==> src/rtl/motor_status_cfg.svh <==
`ifndef MOTOR_STATUS_CFG_SVH
`define MOTOR_STATUS_CFG_SVH

// Word indices; the byte address on the bus is four times the index.
`define IDX_W 14
`define IDX_CONTROL_PHASE 14'h0210
`define IDX_TACH_SPEED 14'h0216
`define IDX_SUPPLY_CURRENT 14'h0410
`define IDX_INITIAL_ANGLE 14'h06fc
`define IDX_BEMF_D 14'h0742
`define IDX_BEMF_Q 14'h0744
`define IDX_ROTOR_SPEED 14'h0752
`define IDX_ROTOR_ANGLE 14'h0756
`define IDX_EVT_STATUS 14'h0800
`define IDX_EVT_ENABLE 14'h0801
`define IDX_EVT_CLEAR 14'h0802
`define IDX_SNAP_CTRL 14'h0803

// Reset values.
`define WORD_RESET 32'h00000000
`define PHASE_RESET 16'h0000
`define EVT_RESET 5'h00
`define CTRL_RESET 1'b0

// Field positions.
`define PHASE_W 16
`define EVT_COUNT 5
`define EVT_PHASE_CHANGE 0
`define EVT_FAULT 1
`define EVT_MEAS_FAULT 2
`define EVT_SAMPLE 3
`define EVT_SAMPLE_MISSED 4
`define CTRL_FREEZE_BIT 0

// Control-phase codes; all but idle raise their own events.
`define PHASE_IDLE 16'h0000
`define PHASE_FAULT 16'h000e
`define PHASE_MEAS_FAULT 16'h0018

// Fixed-point fraction width of speed and current words.
`define FRAC_BITS 27

`endif

==> src/rtl/motor_status_pkg.sv <==
`include "motor_status_cfg.svh"

package motor_status_pkg;

  // Bus answer state.
  typedef struct packed {
    logic [31:0] prdata;
    logic pready;
    logic pslverr;
  } apb_state_t;

  // Sticky event flags, their enables and the interrupt line.
  typedef struct packed {
    logic [`EVT_COUNT-1:0] status;
    logic [`EVT_COUNT-1:0] enable;
    logic irq;
  } event_state_t;

  // Snapshot of the algorithm variables plus control.
  typedef struct packed {
    logic [`PHASE_W-1:0] phase;
    logic [31:0] tach;
    logic [31:0] supply;
    logic [31:0] angle;
    logic [31:0] bemf_d;
    logic [31:0] bemf_q;
    logic [31:0] rspeed;
    logic [31:0] rangle;
    logic freeze;
  } snap_state_t;

endpackage : motor_status_pkg

==> src/rtl/apb_word_port.sv <==
`timescale 1ns/10ps
`default_nettype none

`include "motor_status_cfg.svh"

module apb_word_port (
  input wire logic clock, // System clock.
  input wire logic rst, // Synchronous reset, active high.
  input wire logic psel, // APB select.
  input wire logic penable, // APB enable.
  input wire logic pwrite, // APB direction.
  input wire logic [15:0] paddr, // APB byte address.
  input wire logic [31:0] rd_data, // Read word for the current index.
  input wire logic rd_hit, // Current index is mapped.
  output logic [`IDX_W-1:0] index, // Word index of the access.
  output logic wr_en, // Write takes effect this edge.
  output logic [31:0] prdata, // APB read data.
  output logic pready, // APB ready.
  output logic pslverr // APB error.
);

  motor_status_pkg::apb_state_t s_q;
  motor_status_pkg::apb_state_t s_d;
  logic hit;

  // Unaligned addresses are treated as unmapped.
  assign index = paddr[15:2];
  assign hit = rd_hit & (paddr[1:0] == 2'h0);
  // A write lands only on the edge where the master sees pready.
  assign wr_en = psel & penable & pwrite & s_q.pready & hit;

  // One wait state: ready is raised in the second access cycle.
  always_comb begin
    s_d = s_q;
    s_d.pready = 1'b0;
    s_d.pslverr = 1'b0;
    if (psel && penable && !s_q.pready) begin
      s_d.pready = 1'b1;
      s_d.pslverr = ~hit;
      s_d.prdata = (!pwrite && hit) ? rd_data : 32'h00000000;
    end
  end

  // State register.
  always_ff @(posedge clock) begin
    if (rst) begin
      s_q <= '{prdata: `WORD_RESET, pready: 1'b0, pslverr: 1'b0};
    end else begin
      s_q <= s_d;
    end
  end

  assign prdata = s_q.prdata;
  assign pready = s_q.pready;
  assign pslverr = s_q.pslverr;

endmodule : apb_word_port

`default_nettype wire

==> src/rtl/event_flags.sv <==
`timescale 1ns/10ps
`default_nettype none

`include "motor_status_cfg.svh"

module event_flags (
  input wire logic clock, // System clock.
  input wire logic rst, // Synchronous reset, active high.
  input wire logic [`EVT_COUNT-1:0] set, // Event pulses.
  input wire logic clr_wr, // Write to the clear register.
  input wire logic en_wr, // Write to the enable register.
  input wire logic [`EVT_COUNT-1:0] wdata, // Write data bits.
  output logic [`EVT_COUNT-1:0] status, // Sticky flags.
  output logic [`EVT_COUNT-1:0] enable, // Interrupt enables.
  output logic irq // Level interrupt.
);

  motor_status_pkg::event_state_t s_q;
  motor_status_pkg::event_state_t s_d;
  logic [`EVT_COUNT-1:0] clr;

  assign clr = clr_wr ? wdata : '0;

  // A set in the same cycle as its clear wins, so no event is lost.
  always_comb begin
    s_d = s_q;
    s_d.status = (s_q.status & ~clr) | set;
    if (en_wr) begin
      s_d.enable = wdata;
    end
    s_d.irq = |(s_d.status & s_d.enable);
  end

  // State register.
  always_ff @(posedge clock) begin
    if (rst) begin
      s_q <= '{status: `EVT_RESET, enable: `EVT_RESET, irq: 1'b0};
    end else begin
      s_q <= s_d;
    end
  end

  assign status = s_q.status;
  assign enable = s_q.enable;
  assign irq = s_q.irq;

endmodule : event_flags

`default_nettype wire

==> src/rtl/motor_algorithm_status_regs.sv <==
// How it works
// - Phase code in low 16 bits
// - Tach speed as 32-bit unsigned fraction
// - Supply current as 32-bit scaled word
// - Initial angle word, zero after reset
// - Back-EMF words at their offsets, zero
// - Speed and angle estimates, zero after reset
`timescale 1ns/10ps
`default_nettype none

`include "motor_status_cfg.svh"

module motor_algorithm_status_regs (
  input wire logic clock, // System clock, 20 MHz.
  input wire logic rst, // Synchronous reset, active high.
  input wire logic psel, // APB select.
  input wire logic penable, // APB enable.
  input wire logic pwrite, // APB direction, high for write.
  input wire logic [15:0] paddr, // APB byte address.
  input wire logic [31:0] pwdata, // APB write data.
  output logic [31:0] prdata, // APB read data.
  output logic pready, // APB ready.
  output logic pslverr, // APB error on unmapped address.
  input wire logic sample_strobe, // New algorithm values are valid.
  input wire logic [15:0] phase_code_in, // Present control phase.
  input wire logic [31:0] tach_speed_in, // Speed from tach output.
  input wire logic [31:0] supply_current_in, // Calculated supply current.
  input wire logic [31:0] initial_angle_in, // Initial-position angle.
  input wire logic [31:0] bemf_d_in, // Back-EMF, direct axis.
  input wire logic [31:0] bemf_q_in, // Back-EMF, quadrature axis.
  input wire logic [31:0] rotor_speed_in, // Estimated rotor speed.
  input wire logic [31:0] rotor_angle_in, // Estimated rotor position.
  output logic irq // Level interrupt, high while an enabled flag is set.
);

  motor_status_pkg::snap_state_t s_q;
  motor_status_pkg::snap_state_t s_d;

  logic [`IDX_W-1:0] index;
  logic wr_en;
  logic [31:0] rd_data;
  logic rd_hit;
  logic capture;
  logic phase_change;
  logic [`EVT_COUNT-1:0] evt_set;
  logic [`EVT_COUNT-1:0] evt_status;
  logic [`EVT_COUNT-1:0] evt_enable;
  logic ctrl_wr;

  // Bus front end: decode, one wait state and the error answer.
  apb_word_port bus (
    .clock(clock),
    .rst(rst),
    .psel(psel),
    .penable(penable),
    .pwrite(pwrite),
    .paddr(paddr),
    .rd_data(rd_data),
    .rd_hit(rd_hit),
    .index(index),
    .wr_en(wr_en),
    .prdata(prdata),
    .pready(pready),
    .pslverr(pslverr)
  );

  // A freeze holds every captured word still so software can read a coherent set.
  // Strobes that arrive while frozen are dropped and flagged instead.
  assign capture = sample_strobe & ~s_q.freeze;
  assign phase_change = capture & (phase_code_in != s_q.phase);

  // Event pulses, one per flag position.
  always_comb begin
    evt_set = '0;
    evt_set[`EVT_PHASE_CHANGE] = phase_change;
    evt_set[`EVT_FAULT] = phase_change & (phase_code_in == `PHASE_FAULT);
    evt_set[`EVT_MEAS_FAULT] = phase_change & (phase_code_in == `PHASE_MEAS_FAULT);
    evt_set[`EVT_SAMPLE] = capture;
    evt_set[`EVT_SAMPLE_MISSED] = sample_strobe & s_q.freeze;
  end

  // Sticky status, enable and interrupt.
  event_flags events (
    .clock(clock),
    .rst(rst),
    .set(evt_set),
    .clr_wr(wr_en && (index == `IDX_EVT_CLEAR)),
    .en_wr(wr_en && (index == `IDX_EVT_ENABLE)),
    .wdata(pwdata[`EVT_COUNT-1:0]),
    .status(evt_status),
    .enable(evt_enable),
    .irq(irq)
  );

  assign ctrl_wr = wr_en && (index == `IDX_SNAP_CTRL);

  // Next snapshot. Data words take no bus writes at all.
  always_comb begin
    s_d = s_q;
    if (capture) begin
      s_d.phase = phase_code_in;
      s_d.tach = tach_speed_in;
      s_d.supply = supply_current_in;
      s_d.angle = initial_angle_in;
      s_d.bemf_d = bemf_d_in;
      s_d.bemf_q = bemf_q_in;
      s_d.rspeed = rotor_speed_in;
      s_d.rangle = rotor_angle_in;
    end
    if (ctrl_wr) begin
      s_d.freeze = pwdata[`CTRL_FREEZE_BIT];
    end
  end

  // Every word clears to zero on reset, freeze included.
  always_ff @(posedge clock) begin
    if (rst) begin
      s_q.phase <= `PHASE_RESET;
      s_q.tach <= `WORD_RESET;
      s_q.supply <= `WORD_RESET;
      s_q.angle <= `WORD_RESET;
      s_q.bemf_d <= `WORD_RESET;
      s_q.bemf_q <= `WORD_RESET;
      s_q.rspeed <= `WORD_RESET;
      s_q.rangle <= `WORD_RESET;
      s_q.freeze <= `CTRL_RESET;
    end else begin
      s_q <= s_d;
    end
  end

  // Read mux. Speed and current are passed through unscaled; software
  // divides by 2^FRAC_BITS and applies full-scale speed or 1.25 A.
  always_comb begin
    rd_data = 32'h00000000;
    rd_hit = 1'b1;
    unique case (index)
      `IDX_CONTROL_PHASE: rd_data = {16'h0000, s_q.phase};
      `IDX_TACH_SPEED: rd_data = s_q.tach;
      `IDX_SUPPLY_CURRENT: rd_data = s_q.supply;
      `IDX_INITIAL_ANGLE: rd_data = s_q.angle;
      `IDX_BEMF_D: rd_data = s_q.bemf_d;
      `IDX_BEMF_Q: rd_data = s_q.bemf_q;
      `IDX_ROTOR_SPEED: rd_data = s_q.rspeed;
      `IDX_ROTOR_ANGLE: rd_data = s_q.rangle;
      `IDX_EVT_STATUS: rd_data = {{(32 - `EVT_COUNT){1'b0}}, evt_status};
      `IDX_EVT_ENABLE: rd_data = {{(32 - `EVT_COUNT){1'b0}}, evt_enable};
      `IDX_EVT_CLEAR: rd_data = 32'h00000000;
      `IDX_SNAP_CTRL: rd_data = {31'h00000000, s_q.freeze};
      default: rd_hit = 1'b0;
    endcase
  end

endmodule : motor_algorithm_status_regs

`default_nettype wire

==> config.mk <==
export PLATFORM = sky130hd
export DESIGN_NAME = motor_algorithm_status_regs
export DESIGN_NICKNAME = d
export VERILOG_FILES = /design/src/rtl/motor_status_pkg.sv /design/src/rtl/apb_word_port.sv /design/src/rtl/event_flags.sv /design/src/rtl/motor_algorithm_status_regs.sv
export VERILOG_INCLUDE_DIRS = /design/src /design/src/rtl
export SDC_FILE = /design/constraint.sdc
export NUM_CORES = 1
export LEC_CHECK = 0
export BUFFER_PORTS_ARGS = -buffer_cell sky130_fd_sc_hd__buf_4
export CORE_UTILIZATION = 30
export DETAILED_ROUTE_END_ITERATION = 6
export REMOVE_ABC_BUFFERS = 1
export SYNTH_ARGS = -nofsm -noshare
export SYNTH_HDL_FRONTEND = slang
export SYNTH_SLANG_ARGS = --single-unit
==> constraint.sdc <==
create_clock -name clock -period 2.6 [get_ports clock]
set_input_delay 0.13 -clock clock [delete_from_list [all_inputs] [get_ports clock]]
set_output_delay 0.13 -clock clock [all_outputs]
set_load 0.05 [all_outputs]
==> qor_table.md <==
| Stage | Item | Reported |
|:---|:---|:---|
| clock network | Number of sinks handled by clock tree synthesis | 286 |
| clock network | Clk Latency, worst-skew pair | 510 ps |
| floorplanning | Core outline area | 37,900 um2 |
| floorplanning | # rows | 71 |
| final layout | Final instance area | 18,300 um2 |
| timing | Worst slew margin relative to its limit | 0.546 |
| logic synthesis | Unique cell type count in the Yosys netlist | 53 |
| timing | Post-route fraction of the period consumed by the critical path | 0.912 |
| clock network | Count of hold buffers inserted by post-cts repair | 248 |
| final layout | Number of fill cells | 3,565 |
| global route | Final global-route overflow total | 0 |
| clock network | CTS tree | done |
| timing | Maximum clock skew at final layout | 9.36 ps |
| final layout | Non-Filler Instances | 2,506 |
| logic synthesis | Synthesized area | 11,600 um2 |
| drt | Routed wire length per instance | 17.2 um |
| clock network | Inserted Clock Buffers | 34 |
| global route | GR Util All Layers | 0.213 |
| placement | Count of port buffers added during placement | 301 |
| floorplanning | Width of the die | 199 um |
| logic synthesis | Post-synthesis register bit count | 286 |
| global route | Wire length of the first global-routing pass | 65,900 um |
| timing | Highest clock rate | 0.422 GHz |
| floorplanning | Boundary pin count | 329 |
| final layout | Commonest cells after routing, fill and taps aside | sky130_fd_sc_hd__nand2_1 (487), sky130_fd_sc_hd__buf_4 (326), sky130_fd_sc_hd__dfxtp_1 (286) |
| global route | Largest net degree at the start of global routing | 146 |
| final layout | Synth-to-Final Area Change | 57.2% |
| timing | Post-layout min period | 2370 ps |
| clock network | Root Buffer | sky130_fd_sc_hd__clkbuf_16 |
| clock network | Maximum level of the CTS H-tree | 2 |
| timing | Worst slew pin tran | 681 ps |
| drt | Total wire length | 43,100 um |
| power and ir drop | Peak ir drop on the vdd network | 0.382 mV |
| power and ir drop | Total power per unit cell area | 591 nW/um2 |
| logic synthesis | Sequential element share of the synthesized area | 0.492 |
| drt | Number of DRC markers in iteration 0 | 780 |
| global route | Vias in the first global route | 12,300 |
| timing | Final count of hold timing violations | 0 |
| drt | Detailed-route via count | 12,600 |
| clock network | Post-CTS Setup Repair Bufs | 0 |
| placement | Gp weighted congestion | 0.854 |
| setup path | Critical path endpoint category | flop |
| logic synthesis | Gate count after technology mapping | 1,459 |
| floorplanning | Die span in y | 199 um |
| logic synthesis | Synth Warn # | 0 |
| drt | Number of iterations in the first detailed-routing pass | 6 |
| logic synthesis | Number of enable-type register cells in the synthesized netlist | 0 |
| logic synthesis | Most used flip-flop cell after synthesis | sky130_fd_sc_hd__dfxtp_1 |
| timing | Setup repair after global routing missed its margin | no |
| power and ir drop | Total leakage power | 0.00743 uW |
| drt | Antenna violation net count after detailed routing | 0 |
| run | Maxcap violations | 0 |
| setup path | Data arrival time of the worst path | 2740 ps |
| clock network | Worst-case clock buffer depth | 3 |
| logic synthesis | Average cell area after synthesis | 7.97 um2 |
| setup path | Critical Path RT | 2960 ps |
| logic synthesis | Synth async-reset ratio | 0 |
| drt | DRC violation count after routing | 0 |
| clock network | Post-cts resize count | 0 |
| floorplanning | Initial Util | 0.307 |
| drt | Per-cell via count in the routed design | 5.02 |
| global route | Number of antenna violations at the first check in global routing | 3 |
| final layout | Most frequent standard cell in the layout excluding fill and tap cells | sky130_fd_sc_hd__nand2_1 |
| setup path | Critical-path maximum fanout | 9 |
| placement | Post-detailed-placement cell area | 14,600 um2 |
| setup path | Crit Path Class | flop to flop |
| hold path | Worst min-delay path class | input port to flop |
| final layout | Final Net Count | 2,264 |
| floorplanning | Die area | 39,600 um2 |
| placement | Detailed placer's ending HPWL | 27,100 um |
| placement | Placed instance count | 2,197 |
| final layout | Ratio of cells with drive above 1 in the final layout | 0.208 |
| setup path | Kind of start point of the critical path | flop |
| clock network | Clk pin slew, worst setup/hold paths | 60 ps |
| timing | Final setup viols | 0 |
| timing | Count of pins over their slew limit | 0 |
| status | Outcome | finished clean |
==> synthesized netlist by cell type (3+ instances only) <==
| cell | count | area share |
|---|---|---|
| sky130_fd_sc_hd__nand3_1 | 34 | 0.015 |
| sky130_fd_sc_hd__nand4b_1 | 4 | 0.0030 |
| sky130_fd_sc_hd__a222oi_1 | 39 | 0.034 |
| sky130_fd_sc_hd__clkbuf_1 | 108 | 0.035 |
| sky130_fd_sc_hd__a21oi_1 | 249 | 0.11 |
| sky130_fd_sc_hd__dfxtp_1 | 286 | 0.49 |
| sky130_fd_sc_hd__nand2b_1 | 4 | 0.0022 |
| sky130_fd_sc_hd__nand4_1 | 9 | 0.0048 |
| sky130_fd_sc_hd__a22o_1 | 31 | 0.023 |
| sky130_fd_sc_hd__nor3_1 | 9 | 0.0039 |
| sky130_fd_sc_hd__a221oi_1 | 11 | 0.0083 |
| sky130_fd_sc_hd__inv_1 | 10 | 0.0032 |
| sky130_fd_sc_hd__xnor2_1 | 17 | 0.013 |
| sky130_fd_sc_hd__a22oi_1 | 53 | 0.034 |
| sky130_fd_sc_hd__o21ai_0 | 8 | 0.0034 |
| sky130_fd_sc_hd__nor4_1 | 8 | 0.0043 |
| sky130_fd_sc_hd__buf_2 | 4 | 0.0017 |
| sky130_fd_sc_hd__nor2_1 | 22 | 0.0071 |
| sky130_fd_sc_hd__o21bai_1 | 3 | 0.0019 |
| sky130_fd_sc_hd__nand3b_1 | 4 | 0.0026 |
| sky130_fd_sc_hd__mux2i_1 | 6 | 0.0052 |
| sky130_fd_sc_hd__nand2_1 | 487 | 0.16 |
| sky130_fd_sc_hd__or4_1 | 6 | 0.0039 |
| sky130_fd_sc_hd__and3_1 | 5 | 0.0027 |
| sky130_fd_sc_hd__o31ai_1 | 5 | 0.0032 |
==> worst max-delay path, cell delays in order, from the launching register on <==
cell	delay (ps)
sky130_fd_sc_hd__dfxtp_1	490
sky130_fd_sc_hd__nand2_1	70
sky130_fd_sc_hd__or4_1	590
sky130_fd_sc_hd__or4_1	540
sky130_fd_sc_hd__a21oi_1	200
sky130_fd_sc_hd__a2bb2oi_1	210
sky130_fd_sc_hd__a41oi_1	120
==> kinds of logic (layout without fill, tap and decap cells) <==
family | count (synthesis) | after routing | synth area share
and+or+nand+nor | 613 | 613 | 0.221
DFF | 286 | 286 | 0.492
AOI/OAI and AO/OA | 411 | 411 | 0.224
muxes | 7 | 7 | 0.00613
buffers and inverters | 125 | 659 | 0.0433
xor gates and xnor gates | 17 | 17 | 0.0128
other | 0 | 2 | 0
==> per-layer routing <==
metal / routed length [um] / vias up / global-route usage / share of wire
met5: 13 / - / 0 / 0.00030
met4: 919 / 2 / 0.0590 / 0.021
met3: 3280 / 61 / 0.0426 / 0.076
met2: 20000 / 470 / 0.355 / 0.46
met1: 18900 / 5917 / 0.277 / 0.44
li1: - / 6130 / - / -
==> area by class of cell <==
cell class / count / area [um2] / area share
diodes: 2 / 5.00 / 0.000274
clock buffers: 54 / 1110 / 0.0607
clock inverters: 5 / 53.8 / 0.00294
inverters: 10 / 37.5 / 0.00205
multi-input cells: 1048 / 5470 / 0.299
flip-flops and latches: 286 / 5730 / 0.313
well taps: 511 / 639 / 0.0350
repair buffers: 590 / 5240 / 0.287
==> power by group <==
| part | total (uW) | internal (uW) | switching, uW | leakage, uW |
|---|---|---|---|---|
| sequential | 4700 | 4590 | 111 | 0.00235 |
| combinational | 1250 | 694 | 555 | 0.00450 |
| clock | 4850 | 3020 | 1830 | 0.000578 |
| total | 10800 | 8300 | 2500 | 0.00743 |
==> per-stage QoR <==
step / setup WS [ps] / hold slack (ps) / setup TNS (ps) / total power (uW) / utilization
floorplan: -6090 / 199 / -1459430 / 5190 / -
global placement: 131 / 381 / 0 / 5720 / 0.386
detailed placement: 73.6 / 386 / 0 / 5740 / 0.386
CTS: 245 / 26.3 / 0 / 10900 / 0.482
global route: 9.43 / 77.3 / 0 / 11200 / 0.482
finish: 228 / 49.6 / 0 / 10800 / 0.482
==> state kept, by name, indices dropped and copies added (netlist names) <==
register	flops
bus.pready	1
events.irq	1
bus.pslverr	1
events.enable	5
events.status	5
bus.prdata	32
s_q	241
==> path summary, 6_finish.rpt <==
check	depth (start not counted)	slack, ps	start	to
setup / recovery	6	230	bus.pready$_SDFF_PP0_	events.irq$_SDFF_PP0_
hold / removal	4	50	paddr[3]	s_q[0]$_SDFFE_PP0P_
setup reg to reg	6	230	bus.pready$_SDFF_PP0_	events.irq$_SDFF_PP0_
hold reg to reg	2	450	s_q[188]$_SDFFE_PP0P_	s_q[188]$_SDFFE_PP0P_
(Power assumes the default switching activity.)
